===== config.mk =====
export PLATFORM = sky130hd
export DESIGN_NAME = dtc_core
export DESIGN_NICKNAME = d
export VERILOG_FILES = /design/src/hw/dtc_pkg.sv /design/src/hw/dtc_core.sv
export SDC_FILE = /design/constraint.sdc
export NUM_CORES = 1
export LEC_CHECK = 0
export BUFFER_PORTS_ARGS = -buffer_cell sky130_fd_sc_hd__buf_2
export CORE_UTILIZATION = 45
export CTS_BUF_LIST = sky130_fd_sc_hd__clkbuf_4
export CTS_CLUSTER_DIAMETER = 200
export DETAILED_ROUTE_END_ITERATION = 8
export GPL_TIMING_DRIVEN = 0
export PLACE_DENSITY = 0.61
export SKIP_LAST_GASP = 1
export SYNTH_ARGS = -nofsm -noshare
export SYNTH_HDL_FRONTEND = slang
export SYNTH_SLANG_ARGS = --single-unit

===== constraint.sdc =====
create_clock -name clock -period 2.5 [get_ports clock]
set_input_delay 0.25 -clock clock [delete_from_list [all_inputs] [get_ports clock]]
set_output_delay 0.25 -clock clock [all_outputs]
set_load 0.01 [all_outputs]

===== src/hw/dtc_pkg.sv =====
// package: register map, field positions and timing constants of the timer pair
package dtc_pkg;

  // special-function-register addresses
  localparam logic [7:0] DTC_ADDR_CTRL  = 8'h88; // timer_control_reg
  localparam logic [7:0] DTC_ADDR_MODE  = 8'h89; // timer_mode_reg
  localparam logic [7:0] DTC_ADDR_TL0   = 8'h8a; // timer0_low_byte
  localparam logic [7:0] DTC_ADDR_TL1   = 8'h8b; // timer1_low_byte
  localparam logic [7:0] DTC_ADDR_TH0   = 8'h8c; // timer0_high_byte
  localparam logic [7:0] DTC_ADDR_TH1   = 8'h8d; // timer1_high_byte
  localparam logic [7:0] DTC_ADDR_PRESC = 8'h8e; // timer_prescale_select
  localparam logic [7:0] DTC_ADDR_PCFG  = 8'h96; // port 3 config, toggle enables

  // reset values
  localparam logic [7:0] DTC_RST_BYTE = 8'h00;

  // timer_mode_reg fields, per timer nibble (timer 1 adds 4)
  localparam int DTC_MODE_NIB   = 4;
  localparam int DTC_MODE_LO    = 0; // mode_select_low
  localparam int DTC_MODE_HI    = 1; // mode_select_high
  localparam int DTC_MODE_CT    = 2; // counter (1) / timer (0)
  localparam int DTC_MODE_GATE  = 3; // gate on external interrupt pin

  // timer_control_reg fields
  localparam int DTC_CTRL_RUN0  = 4; // timer0_run
  localparam int DTC_CTRL_OVF0  = 5; // timer0_overflow_flag
  localparam int DTC_CTRL_RUN1  = 6; // timer1_run
  localparam int DTC_CTRL_OVF1  = 7; // timer1_overflow_flag

  // timer_prescale_select fields
  localparam int DTC_PRESC_FAST0 = 3; // timer0_fast_prescale
  localparam int DTC_PRESC_FAST1 = 4; // timer1_fast_prescale

  // port config fields
  localparam int DTC_PCFG_TOE0  = 2; // timer0_toggle_out_enable
  localparam int DTC_PCFG_TOE1  = 3; // timer1_toggle_out_enable

  // machine cycle: twelve clocks, phases 0..11
  localparam logic [3:0] DTC_PH_LAST   = 4'hb;
  localparam logic [3:0] DTC_PH_UPDATE = 4'h3; // count registers update here
  localparam logic [3:0] DTC_PH_SAMPLE = 4'h4; // count pins sampled here
  localparam logic [1:0] DTC_PH_FAST   = 2'h3; // every fourth clock
  localparam int         DTC_LOW_PRE   = 5;    // prescaler width in mode 0

  // operating modes
  typedef enum logic [1:0] {
    DTC_M13   = 2'b00, // 8-bit count over 5-bit prescaler
    DTC_M16   = 2'b01, // 16-bit count
    DTC_M8R   = 2'b11, // 8-bit auto-reload (encoded 10, see decode)
    DTC_MSPL  = 2'b10  // split timer 0 / timer 1 halted (encoded 11)
  } dtc_mode_t;

  // processor special-function-register access
  typedef struct packed {
    logic [7:0] addr;
    logic [7:0] wdata;
    logic       wr;
    logic       rd;
  } dtc_sfr_req_t;

endpackage


===== src/hw/dtc_core.sv =====
// dual 16-bit timer/counter core reached over the special-function registers
// Notes on behaviour
// - each count is high plus low byte register
// - toggle enable inverts count pin on overflow
// - counter function counts count-pin falling edges
// - pins sampled once per machine cycle, high-then-low
// - counts update at fixed phase, edge next cycle
// - counter select at mode bits 2 and 6
// - four modes per timer, own select bits
// - timer ticks every 12 clocks, or 4
// - prescale bit 4 sets timer 1 rate
// - prescale bit 3 sets timer 0 rate
// - modes: 13-bit, 16-bit, reload, split/halt
// - gate bit adds external interrupt pin high
// - overflow flag set, cleared on service, writable
`timescale 1ns/100ps
`default_nettype none

module dtc_core
  import dtc_pkg::*;
(
  // clock and reset
  input  wire logic         clock,
  input  wire logic         rst_b,
  input  wire logic         clk_en,
  // processor register access
  input  wire dtc_sfr_req_t sfr_req,
  output var  logic [7:0]   sfr_rdata,
  // interrupt service entry, one pulse per timer
  input  wire logic [1:0]   ovf_service_ack,
  output var  logic [1:0]   ovf_flag,
  // count pins (two-way) and external interrupt pins
  input  wire logic [1:0]   count_pin_in,
  output var  logic [1:0]   count_pin_out,
  output var  logic [1:0]   count_pin_oe,
  input  wire logic [1:0]   ext_irq_pin
);

  ////////////////////////////////////////////////////////////////////////////
  // registers
  logic [7:0] tl_r [2];        // low byte of each count
  logic [7:0] th_r [2];        // high byte of each count
  logic [7:0] mode_r;          // timer_mode_reg
  logic [1:0] run_r;           // run bits
  logic [1:0] ovf_r;           // overflow flags
  logic [1:0] fast_r;          // fast prescale selects
  logic [1:0] toe_r;           // toggle output enables
  logic [1:0] tog_r;           // toggle latches on the count pins
  logic [3:0] phase_r;         // machine-cycle phase
  logic [3:0] sync1_r;         // first synchroniser stage
  logic [3:0] sync2_r;         // second synchroniser stage
  logic [1:0] samp_r;          // count pin sample of this machine cycle
  logic [1:0] pend_r;          // recognised falling edge awaiting update
  logic [7:0] rdata_r;         // registered read data

  ////////////////////////////////////////////////////////////////////////////
  // machine-cycle phase counter
  always_ff @(posedge clock or negedge rst_b) begin
    if (!rst_b) begin
      phase_r <= '0;
    end else if (clk_en) begin
      phase_r <= (phase_r == DTC_PH_LAST) ? '0 : phase_r + 4'h1;
    end
  end

  logic at_update;             // once per machine cycle
  logic at_sample;             // once per machine cycle
  logic at_fast;               // every fourth clock
  assign at_update = (phase_r == DTC_PH_UPDATE);
  assign at_sample = (phase_r == DTC_PH_SAMPLE);
  assign at_fast   = (phase_r[1:0] == DTC_PH_FAST);

  ////////////////////////////////////////////////////////////////////////////
  // pin synchronisers: only stage two is read downstream
  always_ff @(posedge clock or negedge rst_b) begin
    if (!rst_b) begin
      sync1_r <= '0;
      sync2_r <= '0;
    end else if (clk_en) begin
      sync1_r <= {ext_irq_pin, count_pin_in};
      sync2_r <= sync1_r;
    end
  end

  ////////////////////////////////////////////////////////////////////////////
  // count pin sampling and falling-edge recognition
  // a pulse shorter than one machine cycle may be missed; the source
  // must keep edges no faster than clock/24
  always_ff @(posedge clock or negedge rst_b) begin
    if (!rst_b) begin
      samp_r <= '0;
      pend_r <= '0;
    end else if (clk_en) begin
      if (at_sample) begin
        samp_r <= sync2_r[1:0];
        pend_r <= samp_r & ~sync2_r[1:0];
      end
    end
  end

  ////////////////////////////////////////////////////////////////////////////
  // per-timer count enables
  logic [1:0] is_ctr;          // counter function selected
  logic [1:0] gate;            // gate bits
  logic [1:0] run_ok;          // run and gate condition
  logic [1:0] tick;            // timer-function tick
  logic [1:0] inc;             // increment this clock
  dtc_mode_t  mode [2];        // decoded modes

  // the mode pair is remapped so the enum keeps a gray path
  function automatic dtc_mode_t dec_mode(input logic [1:0] sel);
    case (sel)
      2'b00:   dec_mode = DTC_M13;
      2'b01:   dec_mode = DTC_M16;
      2'b10:   dec_mode = DTC_M8R;
      default: dec_mode = DTC_MSPL;
    endcase
  endfunction

  for (genvar i = 0; i < 2; i++) begin : g_en
    assign mode[i]   = dec_mode({mode_r[i*DTC_MODE_NIB+DTC_MODE_HI],
                                 mode_r[i*DTC_MODE_NIB+DTC_MODE_LO]});
    assign is_ctr[i] = mode_r[i*DTC_MODE_NIB+DTC_MODE_CT];
    assign gate[i]   = mode_r[i*DTC_MODE_NIB+DTC_MODE_GATE];
    assign run_ok[i] = run_r[i] & (~gate[i] | sync2_r[2+i]);
    assign tick[i]   = fast_r[i] ? at_fast : at_update;
    // a recognised edge counts only at the next update phase
    assign inc[i]    = run_ok[i] & (is_ctr[i] ? (pend_r[i] & at_update)
                                              : tick[i]);
  end

  ////////////////////////////////////////////////////////////////////////////
  // one count step: returns {overflow, high, low}
  function automatic logic [16:0] step(input dtc_mode_t m,
                                       input logic [7:0] hi,
                                       input logic [7:0] lo);
    logic [DTC_LOW_PRE-1:0] pre;
    logic [16:0]            r;
    pre = '0;
    r   = {1'b0, hi, lo};
    case (m)
      DTC_M13: begin
        // low five bits prescale the high byte
        pre = lo[DTC_LOW_PRE-1:0] + 5'h01;
        r   = {1'b0, hi, lo[7:DTC_LOW_PRE], pre};
        if (&lo[DTC_LOW_PRE-1:0]) begin
          r = {&hi, hi + 8'h01, lo[7:DTC_LOW_PRE], pre};
        end
      end
      DTC_M16: begin
        // all ones wraps to zero with the overflow
        r = {&{hi, lo}, {hi, lo} + 16'h0001};
      end
      DTC_M8R: begin
        // low byte reloads from high byte on overflow
        r = (&lo) ? {1'b1, hi, hi} : {1'b0, hi, lo + 8'h01};
      end
      default: begin
        // split: plain 8-bit low byte
        r = {&lo, hi, lo + 8'h01};
      end
    endcase
    return r;
  endfunction

  logic [16:0] nxt0;           // timer 0 step result
  logic [16:0] nxt1;           // timer 1 step result
  logic        split;          // timer 0 in split mode
  logic        th0_inc;        // split-mode high byte of timer 0 ticks
  logic        th0_ovf;        // split-mode high byte overflow
  logic [1:0]  ovf_ev;         // overflow events this clock
  assign nxt0    = step(mode[0], th_r[0], tl_r[0]);
  assign nxt1    = step(mode[1], th_r[1], tl_r[1]);
  assign split   = (mode[0] == DTC_MSPL);
  // in split mode the high byte of timer 0 borrows timer 1's run bit
  assign th0_inc = split & run_r[1] & tick[0];
  assign th0_ovf = th0_inc & (&th_r[0]);
  assign ovf_ev[0] = inc[0] & nxt0[16];
  // timer 1 is halted in its own split mode
  assign ovf_ev[1] = inc[1] & (mode[1] != DTC_MSPL) & nxt1[16];

  ////////////////////////////////////////////////////////////////////////////
  // register write decode
  logic wr_tl0, wr_th0, wr_tl1, wr_th1, wr_ctrl;
  assign wr_tl0  = sfr_req.wr & (sfr_req.addr == DTC_ADDR_TL0);
  assign wr_th0  = sfr_req.wr & (sfr_req.addr == DTC_ADDR_TH0);
  assign wr_tl1  = sfr_req.wr & (sfr_req.addr == DTC_ADDR_TL1);
  assign wr_th1  = sfr_req.wr & (sfr_req.addr == DTC_ADDR_TH1);
  assign wr_ctrl = sfr_req.wr & (sfr_req.addr == DTC_ADDR_CTRL);

  ////////////////////////////////////////////////////////////////////////////
  // timer 0 count bytes: a processor write beats a count in the same clock
  always_ff @(posedge clock or negedge rst_b) begin
    if (!rst_b) begin
      tl_r[0] <= DTC_RST_BYTE;
      th_r[0] <= DTC_RST_BYTE;
    end else if (clk_en) begin
      if (wr_tl0) begin
        tl_r[0] <= sfr_req.wdata;
      end else if (inc[0]) begin
        tl_r[0] <= nxt0[7:0];
      end
      if (wr_th0) begin
        th_r[0] <= sfr_req.wdata;
      end else if (th0_inc) begin
        th_r[0] <= th_r[0] + 8'h01;
      end else if (inc[0] && !split) begin
        th_r[0] <= nxt0[15:8];
      end
    end
  end

  // timer 1 count bytes; a cleared run bit leaves them untouched
  always_ff @(posedge clock or negedge rst_b) begin
    if (!rst_b) begin
      tl_r[1] <= DTC_RST_BYTE;
      th_r[1] <= DTC_RST_BYTE;
    end else if (clk_en) begin
      if (wr_tl1) begin
        tl_r[1] <= sfr_req.wdata;
      end else if (inc[1] && mode[1] != DTC_MSPL) begin
        tl_r[1] <= nxt1[7:0];
      end
      if (wr_th1) begin
        th_r[1] <= sfr_req.wdata;
      end else if (inc[1] && mode[1] != DTC_MSPL) begin
        th_r[1] <= nxt1[15:8];
      end
    end
  end

  ////////////////////////////////////////////////////////////////////////////
  // configuration registers
  always_ff @(posedge clock or negedge rst_b) begin
    if (!rst_b) begin
      mode_r <= DTC_RST_BYTE;
      fast_r <= '0;                                    // divide by 12
      toe_r  <= '0;
      run_r  <= '0;
    end else if (clk_en && sfr_req.wr) begin
      case (sfr_req.addr)
        DTC_ADDR_MODE:  mode_r <= sfr_req.wdata;
        DTC_ADDR_PRESC: begin
          fast_r <= {sfr_req.wdata[DTC_PRESC_FAST1],
                     sfr_req.wdata[DTC_PRESC_FAST0]};
        end
        DTC_ADDR_PCFG: begin
          toe_r <= {sfr_req.wdata[DTC_PCFG_TOE1],
                    sfr_req.wdata[DTC_PCFG_TOE0]};
        end
        DTC_ADDR_CTRL: begin
          run_r <= {sfr_req.wdata[DTC_CTRL_RUN1],
                    sfr_req.wdata[DTC_CTRL_RUN0]};
        end
        default: ;                                     // not ours
      endcase
    end
  end

  ////////////////////////////////////////////////////////////////////////////
  // overflow flags: a hardware set wins over service clear or software write
  logic [1:0] set_ev;          // pin toggle sources
  assign set_ev = {ovf_ev[1] | (split & th0_ovf), ovf_ev[0]};
  // while timer 0 is split, timer 1 still counts but owns no flag
  logic [1:0] set_ok;
  assign set_ok = {split ? th0_ovf : ovf_ev[1], ovf_ev[0]};

  always_ff @(posedge clock or negedge rst_b) begin
    if (!rst_b) begin
      ovf_r <= '0;
    end else if (clk_en) begin
      for (int i = 0; i < 2; i++) begin
        if (set_ok[i]) begin
          ovf_r[i] <= 1'b1;
        end else if (wr_ctrl) begin
          ovf_r[i] <= sfr_req.wdata[DTC_CTRL_OVF0 + 2*i];
        end else if (ovf_service_ack[i]) begin
          ovf_r[i] <= 1'b0;
        end
      end
    end
  end

  ////////////////////////////////////////////////////////////////////////////
  // toggle outputs on the count pins
  // while driven, the pin's own level is no longer a valid count source
  always_ff @(posedge clock or negedge rst_b) begin
    if (!rst_b) begin
      tog_r <= '0;
    end else if (clk_en) begin
      for (int i = 0; i < 2; i++) begin
        if (toe_r[i] && set_ev[i]) begin
          tog_r[i] <= ~tog_r[i];
        end
      end
    end
  end

  ////////////////////////////////////////////////////////////////////////////
  // read data, registered; unmapped addresses read zero
  always_ff @(posedge clock or negedge rst_b) begin
    if (!rst_b) begin
      rdata_r <= '0;
    end else if (clk_en && sfr_req.rd) begin
      rdata_r <= '0;
      case (sfr_req.addr)
        DTC_ADDR_TL0:   rdata_r <= tl_r[0];
        DTC_ADDR_TH0:   rdata_r <= th_r[0];
        DTC_ADDR_TL1:   rdata_r <= tl_r[1];
        DTC_ADDR_TH1:   rdata_r <= th_r[1];
        DTC_ADDR_MODE:  rdata_r <= mode_r;
        DTC_ADDR_CTRL: begin
          rdata_r[DTC_CTRL_RUN0] <= run_r[0];
          rdata_r[DTC_CTRL_OVF0] <= ovf_r[0];
          rdata_r[DTC_CTRL_RUN1] <= run_r[1];
          rdata_r[DTC_CTRL_OVF1] <= ovf_r[1];
        end
        DTC_ADDR_PRESC: begin
          rdata_r[DTC_PRESC_FAST0] <= fast_r[0];
          rdata_r[DTC_PRESC_FAST1] <= fast_r[1];
        end
        DTC_ADDR_PCFG: begin
          rdata_r[DTC_PCFG_TOE0] <= toe_r[0];
          rdata_r[DTC_PCFG_TOE1] <= toe_r[1];
        end
        default: rdata_r <= '0;                        // unmapped
      endcase
    end
  end

  ////////////////////////////////////////////////////////////////////////////
  // outputs, all straight from flops
  assign sfr_rdata     = rdata_r;
  assign ovf_flag      = ovf_r;
  assign count_pin_out = tog_r;
  assign count_pin_oe  = toe_r;

endmodule // dtc_core

`default_nettype wire


Word-level counts from Yosys, hierarchy flattened
Cells that the tools add are included.
{"block": "totals", "elab_cells": 160, "out_inout_bits": 14, "ff_bits": 74, "input_bits": 27}
{"block": "classes", "reduce_logical": 42, "n_addsub": 9, "n_eq_ne": 28, "bitwise_logic": 27, "muxes": 34}
{"cell": "$pmux 17 s3", "n": 2}
{"cell": "$mux 8", "n": 9}
{"cell": "$mux 17", "n": 4}
{"cell": "$eq 8x8->1 const B", "n": 8}
{"cell": "$add 16x1->16 const B", "n": 2}
{"cell": "$add 8x1->8 const B", "n": 4}
{"cell": "$reduce_and 16->1", "n": 2}
{"cell": "$reduce_and 8->1", "n": 4}
{"cell": "$reduce_and 2->1", "n": 11}
{"cell": "$reduce_and 5->1", "n": 4}
{"cell": "$and 1x1->1", "n": 18}
{"cell": "$pmux 3 s6", "n": 1}
{"cell": "$pmux 1 s7", "n": 2}
{"cell": "$eq 2x2->1 const B", "n": 6}
{"cell": "$pmux 2 s3", "n": 2}
{"cell": "$reduce_bool 3->1", "n": 4}
{"cell": "$mux 1", "n": 11}
{"cell": "$add 5x1->5 const B", "n": 2}
{"cell": "$pmux 2 s5", "n": 1}
{"cell": "$eq 2x1->1 const B", "n": 4}
{"cell": "$logic_not 2->1", "n": 4}
{"cell": "$ne 2x2->1 const B", "n": 4}
{"cell": "$logic_and 1x1->1", "n": 6}
{"cell": "$ne 3x3->1 const B", "n": 2}
{"cell": "other kinds (15)", "n": 23}

Logic depth before layout (Yosys ltp)
{"block": "logic_depth", "word_depth": 10, "ltp_mapped": 10, "mapped_depth_nobuf": 9}

Least setup slack after synthesis
Ideal clock, no wire load.
{"block": "synth_timing", "path_type": "register -> register", "start": "register tl_r[0] in the netlist's numbering", "end": "register th_r[5] in the netlist's numbering", "n_path_buf": 0, "path_stages_with_launch": 10, "setup_time_ns": 0.124, "path_slack_ns": 0.265, "t_arrival_ns": 2.111, "period_less_slack_ns": 2.235, "required_time_ns": 2.376, "cell_sequence": "dfrtp_1 ha_1 nand3_1 inv_1 ha_1 inv_1 a21oi_1 o21ai_0 and4bb_2 a211o_1"}
{"block": "synth_via", "elab_chain_len": 4, "word_cells_on_any_way": 7, "cone_classes": "1 x add/sub; 1 x eq/ne; 3 x mux; 2 x reduce/logical"}
{"element": "start, declared", "line_no": "dtc_core.sv:41", "source": "logic [7:0] tl_r [2];"}
{"element": "$add 16x1->16", "line_no": "dtc_core.sv:152", "source": "r = {&{hi, lo}, {hi, lo} + 16'h0001};"}
{"element": "$pmux 17 s3", "line_no": "dtc_core.sv:141", "source": "case (m)"}
{"element": "$mux 8", "line_no": "dtc_core.sv:226", "source": "end else if (inc[1] && mode[1] != DTC_MSPL) begin"}
{"element": "$mux 8", "line_no": "dtc_core.sv:224", "source": "if (wr_th1) begin"}
{"element": "end, declared", "line_no": "dtc_core.sv:42", "source": "logic [7:0] th_r [2];"}
Parallel ways exist; a longest one is shown, timed or not. The select of a mux whose other input is x is not followed.
A chain may end at the register's enable or synchronous reset.

Final worst setup path
{"block": "layout_timing", "start": "register tl_r[8] in the netlist's numbering", "end": "register th_r[15] in the netlist's numbering"}
{"block": "layout_via", "elab_chain_len": 5, "word_cells_on_any_way": 8, "cone_classes": "1 x add/sub; 1 x eq/ne; 4 x mux; 2 x reduce/logical"}
{"element": "$add 16x1->16", "line_no": "dtc_core.sv:152"}
{"element": "$pmux 17 s3", "line_no": "dtc_core.sv:141"}
{"element": "$mux 8", "line_no": "dtc_core.sv:207", "source": "end else if (inc[0] && !split) begin"}
{"element": "$mux 8", "line_no": "dtc_core.sv:205", "source": "end else if (th0_inc) begin"}
{"element": "$mux 8", "line_no": "dtc_core.sv:203", "source": "if (wr_th0) begin"}
Parallel ways exist; a longest one is shown, timed or not. The select of a mux whose other input is x is not followed.

==> out/qor.yml <==
clk_path_buf_depth: 2
combPwrFrac: 0.196
postCtsSetupBuffers: 0
top_usage_layer: "met2"
ys_types: 79
end_kind: "flip-flop"
routedWlPerCell_um: 22.18
synth_flop_cell: "dfrtp_1"
ys_seq_area_frac: 0.3518
relSlewSlack: 0.5191
tns_ns: 0
rsz0062_at_grt: "no"
maxCapViolations: 0
synth_top_cell_by_area: "dfrtp_1"
cp-start-kind: "flip-flop"
routed_wl_um: 17410
die_area_sq_um: 12130
final-instance-count-excl-fill: 785
powerDensity_nw_per_um2: 458.4
cts_root_buf: "clkbuf_4"
post-route-util: 0.5163
mostFrequentLayoutCells: "71 x dfrtp_1, 50 x nand2_1, 50 x buf_2"
crit_chain: "ha_2 > and3_1 > ha_1 > o21ba_2 > and2_1 > a221oi_2 > buf_2 > o21ai_0 > o31ai_1"
p_leak_nw: 2.440
synth_top_area_share: 0.3518
synth_seq_cells: 74
grtUsageMet2: 0.4585
p_seq_frac: 0.503
cts_tree: "done"
syn-num-nets: 615
cts_max_level: 3
async_reset_ff_frac: 1.000
hp-class: "primary input to flip-flop"
cts_sinks: 74
drtIter0Drc: 431
yosysWarnings: 0
hold_viol_final: 0
synth_area_leaders: "dfrtp_1 35%, mux2_2 7.5%, a21oi_1 3.7%"
power_switching_mw: 0.8779
core_sq_um: 11420
grt_overflow: 0
status: "complete, no violations"
nNetsFinal: 671
crit_slowest_cell: "dfrtp_2"
critPathKind: "flip-flop to flip-flop"
dp_slack_ns: -0.2879
ir_worst_vdd_uv: 310.3
io_buffers: 39
ios: 41
setup_violations: 0
viasPerCell: 6.510
multi_input_area_sq_um: 3184
fin_skew_ns: 0.01525
period_needed_ns: 2.392
max_freq_mhz: 418.1
maxSlewViolCount: 0
internal_power_mw: 1.825
area_delta_synth_final_pct: 12.00
dieHeight_um: 110.2
drive_gt1_frac: 0.2215
filler_cell_count: 1099
worst_pin_slew_ns: 0.7213
cp_data_required_time_ns: 2.88
drc: 0
initial_utilization: 0.4610
place_hpwl_um: 12460
antenna_found_initial: 1
critPathMaxFanout: 10
synthesis.area_sq_um: 5264
avgSynthCellArea_sq_um: 9.076
cts_made_buffers: 9
grt_util_met1: 0.3971
clk_latency_ns: 0.47
timing.final.crit_share: 0.9567
fin_ws_ns: 0.1082
dr.pass1.iters: 5
switching_share: 0.3248
rows: 39
grt_max_degree: 54
slowest_delay_ns: 0.48
clkPwrFrac: 0.302
grt_pass1_vias: 4739
num_vias: 5110
postRouteAntennaNets: 0
gp_congestion: 0.9507
use_met3: 0.05644
syn-instance-count: 580
synth_edf_count: 0
critPathArrivalTime_ns: 2.77
p_total_mw: 2.703
dp.cells: 763
layout_commonest_cell: "dfrtp_1"
grt_use_total: 0.2992
die_w_um: 110.2
regArea_sq_um: 1856
clk_pin_slew_ns: 0.14
grt_pass1_wl_um: 26450
## area by class of cell
type,count,area share
Antenna cell,1,0.0004244
Multi-Input combinational cell,448,0.5401
Timing Repair Buffer,46,0.04839
Sequential cell,74,0.3147
Buffer,36,0.02823
Inverter,21,0.01337
Clock inverter,7,0.01295
Clock buffer,9,0.01146
Tap cell,143,0.03035
## cell usage after synthesis, types with 8 or more instances
cell and number:
nor2b_1 8, a21oi_1 39, nand4_1 16, a31oi_1 15, nor2_1 25, nand2_1 50, and4_1 13, dfrtp_1 74
mux2_2 35, and3_1 13, ha_1 8, clkbuf_1 20, nor3_1 11, a22o_1 8, o21ai_0 39, inv_1 21
buf_2 12, nand3_1 21
## per-layer routing
| layer | vias to the layer above | wire [um] |
|---|---|---|
| met4 | 0 | 826 |
| met1 | 2482 | 7358 |
| li1 | 2316 | - |
| met2 | 251 | 7850 |
| met3 | 61 | 1373 |
| met5 | - | 0 |
## critical path: cells and delay by family, from the launching register on
family	cells	cell delay [ns]
AOI/OAI and AO/OA	4	0.77
adders and majority gates	2	0.44
buffers and inverters	1	0.29
DFF	1	0.48
and+or+nand+nor	2	0.33
## logic make-up after synthesis
| kind of cell | Yosys count | synth area share |
|---|---|---|
| compound gates | 182 | 0.2384 |
| xor+xnor | 8 | 0.01331 |
| fa+ha+maj | 8 | 0.01902 |
| buf+inv | 58 | 0.04730 |
| flops | 74 | 0.3518 |
| mux | 44 | 0.09912 |
| simple gates | 206 | 0.2310 |
## sequential cells by signal (all words and copies together), names as in the netlist
| signal | cells |
|---|---|
| count_pin_out | 2 |
| sfr_rdata | 8 |
| th_r | 16 |
| phase_r | 4 |
| ovf_flag | 2 |
| samp_r | 2 |
| tl_r | 16 |
| mode_r | 8 |
| sync1_r | 4 |
| fast_r | 2 |
| run_r | 2 |
| sync2_r | 4 |
| pend_r | 2 |
| count_pin_oe | 2 |
## path summary, 6_finish.rpt
kind | depth (start not counted) | to | startpoint | slack [ns]
max | 9 | th_r[15]$_DFFE_PN0P_ | tl_r[8]$_DFFE_PN0P_ | 0.11
min | 4 | ovf_flag[0]$_DFFE_PN0P_ | ovf_service_ack[0] | 0.11
max reg2reg | 9 | th_r[15]$_DFFE_PN0P_ | tl_r[8]$_DFFE_PN0P_ | 0.11
min reg2reg | 1 | count_pin_out[1]$_DFFE_PN0P_ | count_pin_out[1]$_DFFE_PN0P_ | 0.47
max in group asynchronous | 3 | th_r[4]$_DFFE_PN0P_ | rst_b | 1.72
min in group asynchronous | 2 | count_pin_out[0]$_DFFE_PN0P_ | rst_b | 0.20
## power by group through the flow
stage / combinational, mW / sequential, mW / clock [mW]
floorplan: 0.347 / 1.36 / 0
global placement: 0.493 / 1.38 / 0
detailed placement: 0.514 / 1.38 / 0
CTS: 0.525 / 1.36 / 0.828
global route: 0.578 / 1.37 / 0.879
finish: 0.528 / 1.36 / 0.816
## metrics by stage
stage	instance area (sq um)	hold slack [ns]
global placement	5638	0.4528
CTS	5878	0.0004584
floorplan	5264	-0.04559
finish	5896	0.1110
global route	5896	0.1096
detailed placement	5668	0.1745
## what timing repair did
item                                    CTS  global route
endpoints found under the hold margin    25             1
resized for setup                         6             5
hold buffers                              5             1
endpoints found under the setup margin    9            12
pin swaps                                 0             1
Note: power is estimated with default switching activity, not from simulation.
